--- src/snoop_pkg.sv ---
/*
  constants and carriers for the coherent snoop issue block.
  assumes one interconnect clock; transaction and snoop codes are internal encodings.
*/
// Notes on behaviour
// - the block itself issues every snoop that a transaction needs, and cached masters never snoop each other.
// - non-snooping reads, writes, write-backs, write-cleans, write-evicts and evicts complete with no snoop at all.
// - the four sharing reads snoop possible holders until data arrives, a response shows was-unique, or all are done.
// - a clean-shared snoops possible holders until a dirty copy arrives, was-unique is seen, or all are done.
// - the unique and invalidating requests snoop possible holders until was-unique is seen or all are done.
// - the originating master is never snooped for its own transaction.
// - unique and invalidating requests leave snooped caches invalid, and a read-once asks no state change.
// - sharing reads leave snooped caches shared or invalid, and clean-shared leaves them clean or invalid.
// - the preferred snoop is the same-named one for reads and clean-shared, clean-invalid or make-invalid otherwise.
// - read-unique or clean-invalid may stand in for any snoop, with the narrower substitutes as allowed per type.
// - when holders are not snooped all at once, further snoop types may serve the unique and clean-invalid group.
// - holders may be snooped one after another instead of all together.
// - different holders may receive different snoop types for one transaction.
// - in sequential snooping of the unique and clean-invalid group, make-invalid may follow a pass-dirty response.
// - no snoop goes to a master for a line while that master still owes an acknowledge for it; the block checks this only when it picks the target.
package snoop_pkg;
  localparam int NUM_MASTERS = 4;
  localparam int ADDR_W = 32;
  localparam int LINE_LSB = 6;
  localparam int RESP_WAS_UNIQUE = 4;
  localparam int RESP_IS_SHARED = 3;
  localparam int RESP_PASS_DIRTY = 2;
  localparam int RESP_ERROR = 1;
  localparam int RESP_DATA = 0;
  localparam logic [NUM_MASTERS-1:0] DOMAIN_MEMBERS = 4'hf;

  typedef enum logic [4:0] {
    TR_READ_NO_SNOOP = 5'h00, TR_READ_ONCE = 5'h01, TR_READ_CLEAN = 5'h02,
    TR_READ_NSD = 5'h03, TR_READ_SHARED = 5'h04, TR_READ_UNIQUE = 5'h05,
    TR_CLEAN_UNIQUE = 5'h06, TR_MAKE_UNIQUE = 5'h07, TR_CLEAN_SHARED = 5'h08,
    TR_CLEAN_INVALID = 5'h09, TR_MAKE_INVALID = 5'h0a, TR_WRITE_NO_SNOOP = 5'h0b,
    TR_WRITE_UNIQUE = 5'h0c, TR_WRITE_LINE_UNIQUE = 5'h0d, TR_WRITE_BACK = 5'h0e,
    TR_WRITE_CLEAN = 5'h0f, TR_WRITE_EVICT = 5'h10, TR_EVICT = 5'h11
  } trans_type;

  typedef enum logic [3:0] {
    SN_READ_ONCE = 4'h0, SN_READ_SHARED = 4'h1, SN_READ_CLEAN = 4'h2,
    SN_READ_NSD = 4'h3, SN_READ_UNIQUE = 4'h7, SN_CLEAN_SHARED = 4'h8,
    SN_CLEAN_INVALID = 4'h9, SN_MAKE_INVALID = 4'hd
  } snoop_type;

  // stop policy per transaction class
  typedef enum logic [1:0] {
    STOP_NONE = 2'h0, STOP_ON_DATA = 2'h1, STOP_ON_DIRTY = 2'h2, STOP_UNIQUE_ONLY = 2'h3
  } stop_type;

  typedef struct packed {
    logic [ADDR_W-1:0] addr;
    trans_type kind;
    logic [1:0] origin;
  } req_type;

  typedef struct packed {
    logic [ADDR_W-1:0] addr;
    snoop_type kind;
  } snoop_req_type;
endpackage

--- src/coherent_snoop_issue.sv ---
/*
  sequential snoop issue engine: takes one initiating request at a time, snoops
  possible holders one by one and reports when snooping is done.
  assumes requesters hold req until accepted and cached masters answer each snoop once.
  the engine state is kept in four groups: control, response bits, snoop channel, handshake.
*/
`timescale 1ns/10ps
module coherent_snoop_issue #(
  parameter int NUM_MASTERS = snoop_pkg::NUM_MASTERS
) (
  // clock and reset
  input wire logic mclk,
  input wire logic rst_b,
  // initiating request
  input wire logic req_valid,
  input wire snoop_pkg::req_type req,
  output logic req_ready,
  // snoop filter narrowing, one bit per master
  input wire logic [NUM_MASTERS-1:0] filter_hit,
  // outstanding acknowledge per master and its line
  input wire logic [NUM_MASTERS-1:0] ack_pending,
  input wire logic [NUM_MASTERS*snoop_pkg::ADDR_W-1:0] ack_addr,
  // snoop address channel, one target at a time
  output logic snp_valid,
  output logic [NUM_MASTERS-1:0] snp_target,
  output snoop_pkg::snoop_req_type snp,
  input wire logic snp_ready,
  // snoop response from the target
  input wire logic resp_valid,
  input wire logic [4:0] resp,
  // completion of snooping
  output logic done_valid,
  output logic done_data,
  output logic done_dirty,
  output logic done_unique
);
  typedef enum logic [1:0] {
    ST_IDLE = 2'b00, ST_PICK = 2'b01, ST_ISSUE = 2'b11, ST_WAIT = 2'b10
  } state_type;

  // stop policy by transaction class
  function automatic snoop_pkg::stop_type stop_of(input snoop_pkg::trans_type t);
    case (t)
      snoop_pkg::TR_READ_ONCE, snoop_pkg::TR_READ_CLEAN, snoop_pkg::TR_READ_NSD,
      snoop_pkg::TR_READ_SHARED: stop_of = snoop_pkg::STOP_ON_DATA;
      snoop_pkg::TR_CLEAN_SHARED: stop_of = snoop_pkg::STOP_ON_DIRTY;
      snoop_pkg::TR_READ_UNIQUE, snoop_pkg::TR_CLEAN_UNIQUE, snoop_pkg::TR_MAKE_UNIQUE,
      snoop_pkg::TR_CLEAN_INVALID, snoop_pkg::TR_MAKE_INVALID, snoop_pkg::TR_WRITE_UNIQUE,
      snoop_pkg::TR_WRITE_LINE_UNIQUE: stop_of = snoop_pkg::STOP_UNIQUE_ONLY;
      default: stop_of = snoop_pkg::STOP_NONE;
    endcase
  endfunction

  // preferred snoop; make-invalid after pass-dirty in the unique group
  function automatic snoop_pkg::snoop_type snoop_of(input snoop_pkg::trans_type t, input logic dirty_seen);
    case (t)
      snoop_pkg::TR_READ_ONCE: snoop_of = snoop_pkg::SN_READ_ONCE;
      snoop_pkg::TR_READ_CLEAN: snoop_of = snoop_pkg::SN_READ_CLEAN;
      snoop_pkg::TR_READ_NSD: snoop_of = snoop_pkg::SN_READ_NSD;
      snoop_pkg::TR_READ_SHARED: snoop_of = snoop_pkg::SN_READ_SHARED;
      snoop_pkg::TR_CLEAN_SHARED: snoop_of = snoop_pkg::SN_CLEAN_SHARED;
      snoop_pkg::TR_READ_UNIQUE: snoop_of = dirty_seen ? snoop_pkg::SN_MAKE_INVALID
                                                       : snoop_pkg::SN_READ_UNIQUE;
      snoop_pkg::TR_CLEAN_UNIQUE, snoop_pkg::TR_CLEAN_INVALID, snoop_pkg::TR_WRITE_UNIQUE:
        snoop_of = dirty_seen ? snoop_pkg::SN_MAKE_INVALID : snoop_pkg::SN_CLEAN_INVALID;
      snoop_pkg::TR_MAKE_UNIQUE, snoop_pkg::TR_MAKE_INVALID, snoop_pkg::TR_WRITE_LINE_UNIQUE:
        snoop_of = snoop_pkg::SN_MAKE_INVALID;
      default: snoop_of = snoop_pkg::SN_CLEAN_INVALID;
    endcase
  endfunction

  // lowest set bit as one-hot
  function automatic logic [NUM_MASTERS-1:0] first_of(input logic [NUM_MASTERS-1:0] v);
    first_of = v & (~v + 1'b1);
  endfunction

  // reset release
  logic rst_meta_q;
  logic rst_sync_q;
  always_ff @(posedge mclk or negedge rst_b) begin
    if (!rst_b) begin
      rst_meta_q <= 1'b0;
      rst_sync_q <= 1'b0;
    end else begin
      rst_meta_q <= 1'b1;
      rst_sync_q <= rst_meta_q;
    end
  end

  state_type state_q, state_d;
  snoop_pkg::req_type cur_q, cur_d;
  logic [NUM_MASTERS-1:0] left_q, left_d;
  logic [NUM_MASTERS-1:0] tgt_q, tgt_d;
  logic dirty_q, dirty_d;
  logic data_q, data_d;
  logic uniq_q, uniq_d;
  logic ready_q, ready_d;
  logic sv_q, sv_d;
  snoop_pkg::snoop_req_type snp_q, snp_d;
  logic dv_q, dv_d;
  logic [NUM_MASTERS-1:0] blocked;
  logic [NUM_MASTERS-1:0] eligible;
  logic stop_now;

  // masters that still owe an acknowledge for this line
  always_comb begin
    blocked = '0;
    for (int i = 0; i < NUM_MASTERS; i++) begin
      blocked[i] = ack_pending[i] &&
        (ack_addr[i*snoop_pkg::ADDR_W+snoop_pkg::LINE_LSB +: snoop_pkg::ADDR_W-snoop_pkg::LINE_LSB] ==
         cur_q.addr[snoop_pkg::ADDR_W-1:snoop_pkg::LINE_LSB]);
    end
  end

  assign eligible = left_q & ~blocked;

  // stop decision on a response
  always_comb begin
    case (stop_of(cur_q.kind))
      snoop_pkg::STOP_ON_DATA: stop_now = resp[snoop_pkg::RESP_WAS_UNIQUE] || resp[snoop_pkg::RESP_DATA];
      snoop_pkg::STOP_ON_DIRTY: stop_now = resp[snoop_pkg::RESP_WAS_UNIQUE] ||
                                           resp[snoop_pkg::RESP_PASS_DIRTY];
      snoop_pkg::STOP_UNIQUE_ONLY: stop_now = resp[snoop_pkg::RESP_WAS_UNIQUE];
      default: stop_now = 1'b1;
    endcase
  end

  // control next state: phase, request held, holders still to snoop
  always_comb begin
    state_d = state_q;
    cur_d = cur_q;
    left_d = left_q;
    case (state_q)
      ST_IDLE: begin
        if (req_valid && ready_q) begin
          cur_d = req;
          // holders from membership and filter, minus origin
          left_d = snoop_pkg::DOMAIN_MEMBERS[NUM_MASTERS-1:0] & filter_hit &
                   ~(NUM_MASTERS'(1) << req.origin);
          if (stop_of(req.kind) == snoop_pkg::STOP_NONE) begin
            left_d = '0;
          end
          state_d = ST_PICK;
        end
      end
      ST_PICK: begin
        if (left_q == '0) begin
          state_d = ST_IDLE; // all possible holders covered
        end else if (eligible != '0) begin
          state_d = ST_ISSUE; // blocked holders are skipped; the engine stays here only while every holder left is blocked
        end
      end
      ST_ISSUE: begin
        if (snp_ready) begin
          left_d = left_q & ~tgt_q;
          state_d = ST_WAIT;
        end
      end
      ST_WAIT: begin
        if (resp_valid) begin
          if (stop_now) begin
            left_d = '0;
          end
          state_d = ST_PICK;
        end
      end
      default: begin
        state_d = ST_IDLE;
        left_d = '0;
      end
    endcase
  end

  // control registers
  always_ff @(posedge mclk or negedge rst_sync_q) begin
    if (!rst_sync_q) begin
      state_q <= ST_IDLE;
      cur_q <= '0;
      left_q <= '0;
    end else begin
      state_q <= state_d;
      cur_q <= cur_d;
      left_q <= left_d;
    end
  end

  // response bits gathered over the snoops, cleared on a new request
  always_comb begin
    dirty_d = dirty_q;
    data_d = data_q;
    uniq_d = uniq_q;
    case (state_q)
      ST_IDLE: begin
        if (req_valid && ready_q) begin
          dirty_d = 1'b0;
          data_d = 1'b0;
          uniq_d = 1'b0;
        end
      end
      ST_WAIT: begin
        if (resp_valid) begin
          dirty_d = dirty_q | resp[snoop_pkg::RESP_PASS_DIRTY];
          data_d = data_q | resp[snoop_pkg::RESP_DATA];
          uniq_d = uniq_q | resp[snoop_pkg::RESP_WAS_UNIQUE];
        end
      end
      default: begin
        dirty_d = dirty_q; // answers outside a wait are ignored
      end
    endcase
  end

  // response bit registers, held until the next request is taken
  always_ff @(posedge mclk or negedge rst_sync_q) begin
    if (!rst_sync_q) begin
      dirty_q <= 1'b0;
      data_q <= 1'b0;
      uniq_q <= 1'b0;
    end else begin
      dirty_q <= dirty_d;
      data_q <= data_d;
      uniq_q <= uniq_d;
    end
  end

  // snoop channel next state: one target, its snoop and valid
  always_comb begin
    tgt_d = tgt_q;
    sv_d = sv_q;
    snp_d = snp_q;
    case (state_q)
      ST_IDLE: begin
        sv_d = 1'b0;
      end
      ST_PICK: begin
        if (eligible != '0) begin
          tgt_d = first_of(eligible);
          snp_d.addr = cur_q.addr;
          snp_d.kind = snoop_of(cur_q.kind, dirty_q);
          sv_d = 1'b1;
        end
      end
      ST_ISSUE: begin
        if (snp_ready) begin
          sv_d = 1'b0; // offer stands until taken
        end
      end
      default: begin
        sv_d = sv_q;
      end
    endcase
  end

  // snoop channel registers
  always_ff @(posedge mclk or negedge rst_sync_q) begin
    if (!rst_sync_q) begin
      tgt_q <= '0;
      sv_q <= 1'b0;
      snp_q <= '0;
    end else begin
      tgt_q <= tgt_d;
      sv_q <= sv_d;
      snp_q <= snp_d;
    end
  end

  // request ready and done pulse, each high in one phase only
  always_comb begin
    ready_d = 1'b0;
    dv_d = 1'b0;
    case (state_q)
      ST_IDLE: begin
        ready_d = 1'b1;
        if (req_valid && ready_q) begin
          ready_d = 1'b0; // drops once a request is taken
        end
      end
      ST_PICK: begin
        dv_d = (left_q == '0); // all possible holders covered
      end
      default: begin
        ready_d = 1'b0;
      end
    endcase
  end

  // ready and done registers
  always_ff @(posedge mclk or negedge rst_sync_q) begin
    if (!rst_sync_q) begin
      ready_q <= 1'b0;
      dv_q <= 1'b0;
    end else begin
      ready_q <= ready_d;
      dv_q <= dv_d;
    end
  end

  // outputs straight from flops
  assign req_ready = ready_q;
  assign snp_valid = sv_q;
  assign snp_target = tgt_q;
  assign snp = snp_q;
  assign done_valid = dv_q;
  assign done_data = data_q;
  assign done_dirty = dirty_q;
  assign done_unique = uniq_q;
endmodule

--- config.mk ---
export PLATFORM = sky130hd
export DESIGN_NAME = coherent_snoop_issue
export DESIGN_NICKNAME = d
export VERILOG_FILES = /design/src/snoop_pkg.sv /design/src/coherent_snoop_issue.sv
export SDC_FILE = /design/constraint.sdc
export NUM_CORES = 1
export LEC_CHECK = 0
export ABC_AREA = 1
export BUFFER_PORTS_ARGS = -buffer_cell sky130_fd_sc_hd__buf_2
export CORE_AREA = 2 2 113 126
export DETAILED_ROUTE_END_ITERATION = 10
export DIE_AREA = 0 0 115 128
export PLACE_DENSITY = 0.76
export RECOVER_POWER = 100
export SYNTH_ARGS = -nofsm -noshare
export SYNTH_HDL_FRONTEND = slang
export SYNTH_SLANG_ARGS = --single-unit
--- constraint.sdc ---
create_clock -name mclk -period 3.95 [get_ports mclk]
set_input_delay 0.5925 -clock mclk [delete_from_list [all_inputs] [get_ports mclk]]
set_output_delay 0.5925 -clock mclk [all_outputs]
set_load 0.005 [all_outputs]
* Word level (Yosys, flattened, before mapping)
Memory sizes are Yosys's and may differ from the RTL's.
Cells that the tools add are included.
** Word-level totals
- Bits in read-only memories :: 64
- Input port bits :: 185
- Register bits after elaboration :: 91
- Output and inout bits :: 46
- Memories :: 2
** Cells by class
- Mux-type cells :: 33
- Reduce and logical (&&, ||, !) cells :: 22
- Bitwise gates (word level) :: 11
- Eq/ne operators :: 28
- Shifts and indexed selects :: 1
- Add/sub/neg operators :: 1
** Memories
- (name not given) :: depth 16, width 2, read ports 1, clocked after Yosys merged registers in 0, write ports 0, line coherent_snoop_issue.sv:43 : case (t)
- (name not given) :: depth 16, width 2, read ports 1, clocked after Yosys merged registers in 0, write ports 0, line coherent_snoop_issue.sv:43
** Operators with widths (count)
- == test 26 bit :: 4
- case mux 4 bit (8 select lines) :: 1
- == test 5 x 4 -> 1 bit (second input constant) :: 5
- 2-to-1 mux 4 bit :: 6
- == test 5 x 3 -> 1 bit (second input constant) :: 4
- 2-to-1 mux 2 bit :: 9
- bitwise AND 4 bit :: 4
- inverter 4 bit :: 4
- case mux 4 bit (3 select lines) :: 1
- == test 5 x 2 -> 1 bit (second input constant) :: 2
- inequality test 2 bit (second input constant) :: 5
- 2-to-1 mux 1 bit :: 9
- == test 2 bit (second input constant) :: 4
- case mux 2 bit (4 select lines) :: 1
- case mux 1 bit (2 select lines) :: 3
- case mux 1 bit (3 select lines) :: 2
- AND reduction 3 bit :: 2
- nonzero test 3 bit :: 2
- OR reduction 3 bit :: 2
- == test 5 x 1 -> 1 bit (second input constant) :: 1
- logical AND 1 bit :: 5
- AND reduction 5 bit :: 1
- adder 4 x 1 -> 4 bit (second input constant) :: 1
- == test 2 x 1 -> 1 bit (second input constant) :: 2
- other kinds (11) :: 16

* Longest topological paths before layout
- Depth in word-level cells :: 8
- Depth in mapped cells :: 17
- Gate-level depth less buffers :: 16

* Least setup slack after synthesis
OpenSTA, ideal clock, no wires.
- Path kind :: register to register
- Start :: reg cur_q[3] (netlist name)
- End :: reg left_q[3]
- Data arrival time :: 2.007 ns
- Setup time :: 0.083 ns
- Buffers on the path :: 0
- Period minus slack after synthesis :: 2.089 ns
- Cell stages (with the launch flop) :: 13
- Slack :: 1.861 ns
- Cells stage by stage :: dfrtp_1 -> inv_1 -> ha_1 -> nand2_1 -> o21ai_0 -> nor3_1 -> inv_1 -> ha_1 -> a211oi_1 -> nor2_1 -> o31ai_1 -> o21ai_0 -> o21ai_0
** Between the ends
- Longest elaborated chain between the ends :: 6
- Elaborated cells between the ends (all ways) :: 8
- Classes of those cells :: eq/ne: 4; mux: 2; reduce/logical: 1; memory: 1
** Ends and longest elaborated chain
- start, declared :: line coherent_snoop_issue.sv:91 : snoop_pkg::req_type cur_q, cur_d;
- start signal, assigned :: line coherent_snoop_issue.sv:182 : cur_q <= cur_d;
- memory (16 x 2 bit) (*)
- 2-to-1 mux 2 bit (*) :: line coherent_snoop_issue.sv:43
- == test 2 bit or == test 2 x 1 -> 1 bit (tied branches) :: line coherent_snoop_issue.sv:119 : case (stop_of(cur_q.kind))
- case mux 1 bit (3 select lines) (*) :: line coherent_snoop_issue.sv:119
- inequality test 2 bit (no line) (*)
- AND reduction 5 bit (no line) (*)
- end signal, assigned :: line coherent_snoop_issue.sv:183 : left_q <= left_d;
- end, declared :: line coherent_snoop_issue.sv:92 : logic [NUM_MASTERS-1:0] left_q, left_d;
Every way passes the cells marked *; elsewhere a longest branch is shown, timed or not.
A chain may end at the register's enable or synchronous reset.

* Worst setup path after layout
- Start :: reg state_q[0]
- End :: reg cur_q[34] (netlist name)
** Between the ends
- Longest elaborated chain between the ends :: 2
** Ends and longest elaborated chain
- start, declared :: line coherent_snoop_issue.sv:90 : state_type state_q, state_d;
- start signal, assigned :: line coherent_snoop_issue.sv:181 : state_q <= state_d;
- zero test 2 bit :: line coherent_snoop_issue.sv:133 : case (state_q)
- AND reduction 2 bit (no line)
No other way between the ends.

==> flow_metrics.py <==
metrics = {
    "clock_network": {
        "cts_buffer_depth": 2,
        "cts_hold_buf": 0,
        "cts_tree": "done",
        "cts_setup_buffers": 0,
        "h-tree-depth": 3,
        "clkTransAtPathRegs_ns": 0.06,
        "insertion_delay_ns": 0.35,
        "cts_resized": 0,
        "cts_root_buffer": "clkbuf_16",
        "cts_made_buffers": 9,
        "clock_sinks": 91,
    },
    "sta": {
        "skew_ns": 0.00746,
        "rsz0062_at_grt": "false",
        "postLayoutSetupSlackWorst_ns": 0.963,
        "max_freq_mhz": 335,
        "finalHoldViolCount": 0,
        "fin_tns_setup_ns": 0,
        "fin_crit_sh": 0.756,
        "setup_violations": 0,
        "finalCriticalPeriod_ns": 2.99,
        "report.final.slew_viol_count": 64,
        "maxSlewHeadroom": -0.729,
        "worstMarginPinSlew_ns": 2.59,
    },
    "synthesis": {
        "synth_edf_count": 0,
        "synth-seq-area-share": 0.385,
        "syn_area_per_cell_um2": 6.75,
        "synth_cell_types": 34,
        "ys_warn_count": 0,
        "synthesis.area_mm2": 0.00591,
        "synthCells": 876,
        "synth-async-reset-ratio": 1.00,
        "ys_seq_elements": 91,
        "synth_fp_nets": 1075,
        "synth-main-ff-cell": "dfrtp_1",
    },
    "placed_design": {
        "hpwl_mm": 14.2,
        "place_ws_ns": 1.42,
        "gp_congestion": 0.914,
        "numPortBuffers": 204,
    },
    "setup_path": {
        "path_max_fanout": 43,
        "r2r-start": "state_q[0]",
        "r2r_slack_ns": 0.96,
        "crit_arrival_ns": 3.23,
        "cp-start-kind": "register",
        "critPathKind": "register to register",
        "endpoint_kind": "register",
        "required_ns": 4.20,
        "startpoint": "state_q[0]",
    },
    "die": {
        "std_cell_rows": 45,
        "die_h_um": 128,
        "die_w_um": 115,
        "start_util": 0.438,
        "coreArea_mm2": 0.0135,
        "fp.dieArea_mm2": 0.0147,
        "ios": 231,
    },
    "layout": {
        "syn2layout_area_growth_pct": 22.0,
        "drive_above_1_share": 0.199,
        "final_nets": 1276,
    },
    "detailed_routing": {
        "drc_errors": 0,
        "vias_per_cell": 4.85,
        "ant_nets": 0,
        "drt-initial-drc-count": 326,
        "vias": 6053,
        "postRouteWirelength_mm": 18.1,
        "wl_per_cell_um": 14.5,
        "drtPass1Iterations": 5,
    },
    "global_route": {
        "grt_pass1_vias": 5715,
        "grt_max_degree": 72,
        "track_usage": 0.249,
        "grt_pass1_wl_mm": 28.0,
        "grt-ovfl-total": 0,
        "antenna_found_initial": 4,
    },
    "power_and_ir_drop": {
        "power.leakage_nw": 4.15,
        "intPower_mw": 2.74,
        "power_switching_mw": 2.19,
        "power_density_mw_per_mm2": 683,
        "power_frac_clock": 0.199,
        "p_sw_frac": 0.444,
        "pwr-share-comb": 0.447,
        "ir_drop_mv": 0.337,
        "power_frac_seq": 0.354,
    },
    "status": {
        "status": "finished, violations left",
        "violations": "max-capacitance violations, max-slew violations",
    },
    "job": {
        "maxCapViolCount": 1,
    },
    "min_path": {
        "hold_class": "input port to async pin",
    },
}
-- layout by cell type, fill, tap and decap left out, types with 2 or more instances in the layout --
cell type  Yosys  final
nand3b_1       2      2
inv_1        121    121
ha_1          14     14
o21ai_2       28      2
nand4_1        6      6
xor2_1         4      4
xnor2_1       21     21
diode_2        0      3
clkbuf_8       0      2
a21oi_1        7      7
nor4_1         2      2
dfrtp_1       91     91
nor2_1        74     74
nand3_1       23     23
inv_2         15     14
a211oi_1       2      2
nand2_1      369    371
bufinv_16      0      2
nor3_1         4      4
buf_2          1    179
clkbuf_1       6     25
clkbuf_16      0      9
o21ai_0       61     87
o211ai_1       3      3
a21boi_1       2      2
-- area by class of cell --
type | instances | area (um2)
Fill cell | 1422 | 6300
Multi-Input combinational cell | 633 | 2880
Sequential cell | 91 | 2280
Timing Repair Buffer | 206 | 1000
Inverter | 136 | 510
Clock buffer | 11 | 253
Tap cell | 164 | 205
Clock inverter | 5 | 82.6
Antenna cell | 3 | 7.51
-- cell families after synthesis --
logic type,share of synthesized area
AND/OR/NAND/NOR,0.322
buffers and inverters,0.110
AO/OA/AOI/OAI,0.115
flip-flops,0.385
XOR/XNOR,0.0370
adder cells (fa/ha/maj),0.0296
other,0.000634
-- final timing paths --
path	cells after the start	end
max in group asynchronous	1	cur_q[22]
max	6	cur_q[34]
min reg2reg	0	rst_sync_q
min in group mclk	0	rst_sync_q
min	1	rst_sync_q
max reg2reg	6	cur_q[34]
-- cells in the mapped netlist (3+ instances only) --
cell type	n	area, um2
xor2_1	4	35.0
clkbuf_1	6	22.5
inv_2	15	56.3
a21oi_1	7	35.0
xnor2_1	21	184
o211ai_1	3	22.5
ha_1	14	175
dfrtp_1	91	2280
buf_8	7	105
nand2_1	369	1390
nand3_1	23	115
o21ai_2	28	245
nor3_1	4	20.0
nor2_1	74	278
nand4_1	6	37.5
o21ai_0	61	305
inv_1	121	454
-- per-stage QoR --
step,util,area (um2),cells,hold WS (ns),power [mW]
after floorplan,-,5910,876,0.297,3.42
after global placement,0.520,7030,1230,0.337,4.09
after detailed placement,0.520,7030,1230,0.341,4.15
after CTS,0.545,7370,1246,0.00604,5.14
after global routing,0.534,7210,1246,0.00877,5.39
final,0.534,7220,1249,0.0103,4.93
-- state kept, by name, summed over array words and instances, names as in the netlist --
| signal | flops |
|---|---|
| snp_valid | 1 |
| cur_q | 37 |
| snp | 36 |
| done_valid | 1 |
| left_q | 4 |
| done_data | 1 |
| req_ready | 1 |
| done_unique | 1 |
| rst_meta_q | 1 |
| rst_sync_q | 1 |
| state_q | 2 |
| done_dirty | 1 |
| snp_target | 4 |
-- routing by layer --
metal | share of wire | up-vias | track usage | wire length (um)
li1 | - | 3077 | - | -
met1 | 0.42 | 2692 | 0.303 | 7550
met2 | 0.48 | 240 | 0.424 | 8660
met3 | 0.071 | 42 | 0.0496 | 1290
met4 | 0.033 | 2 | 0.111 | 589
met5 | 0.00044 | - | 0 | 8
-- power by group through the flow --
stage	logic [mW]	clock network, mW	registers, mW
2_1_floorplan	1.74	0	1.68
3_3_place_gp	2.34	0	1.75
3_5_place_dp	2.39	0	1.76
4_1_cts	2.40	0.996	1.75
5_1_grt	2.55	1.03	1.81
6_report	2.20	0.981	1.75
-- worst max-delay path, cell delays in order, from the launching register on --
cell      delay (ns)
dfrtp_1         0.41
inv_1           0.08
ha_1            0.23
nand3_1         0.46
clkinv_1        0.59
clkbuf_2        0.68
o21ai_0         0.39
(Power assumes the default switching activity.)
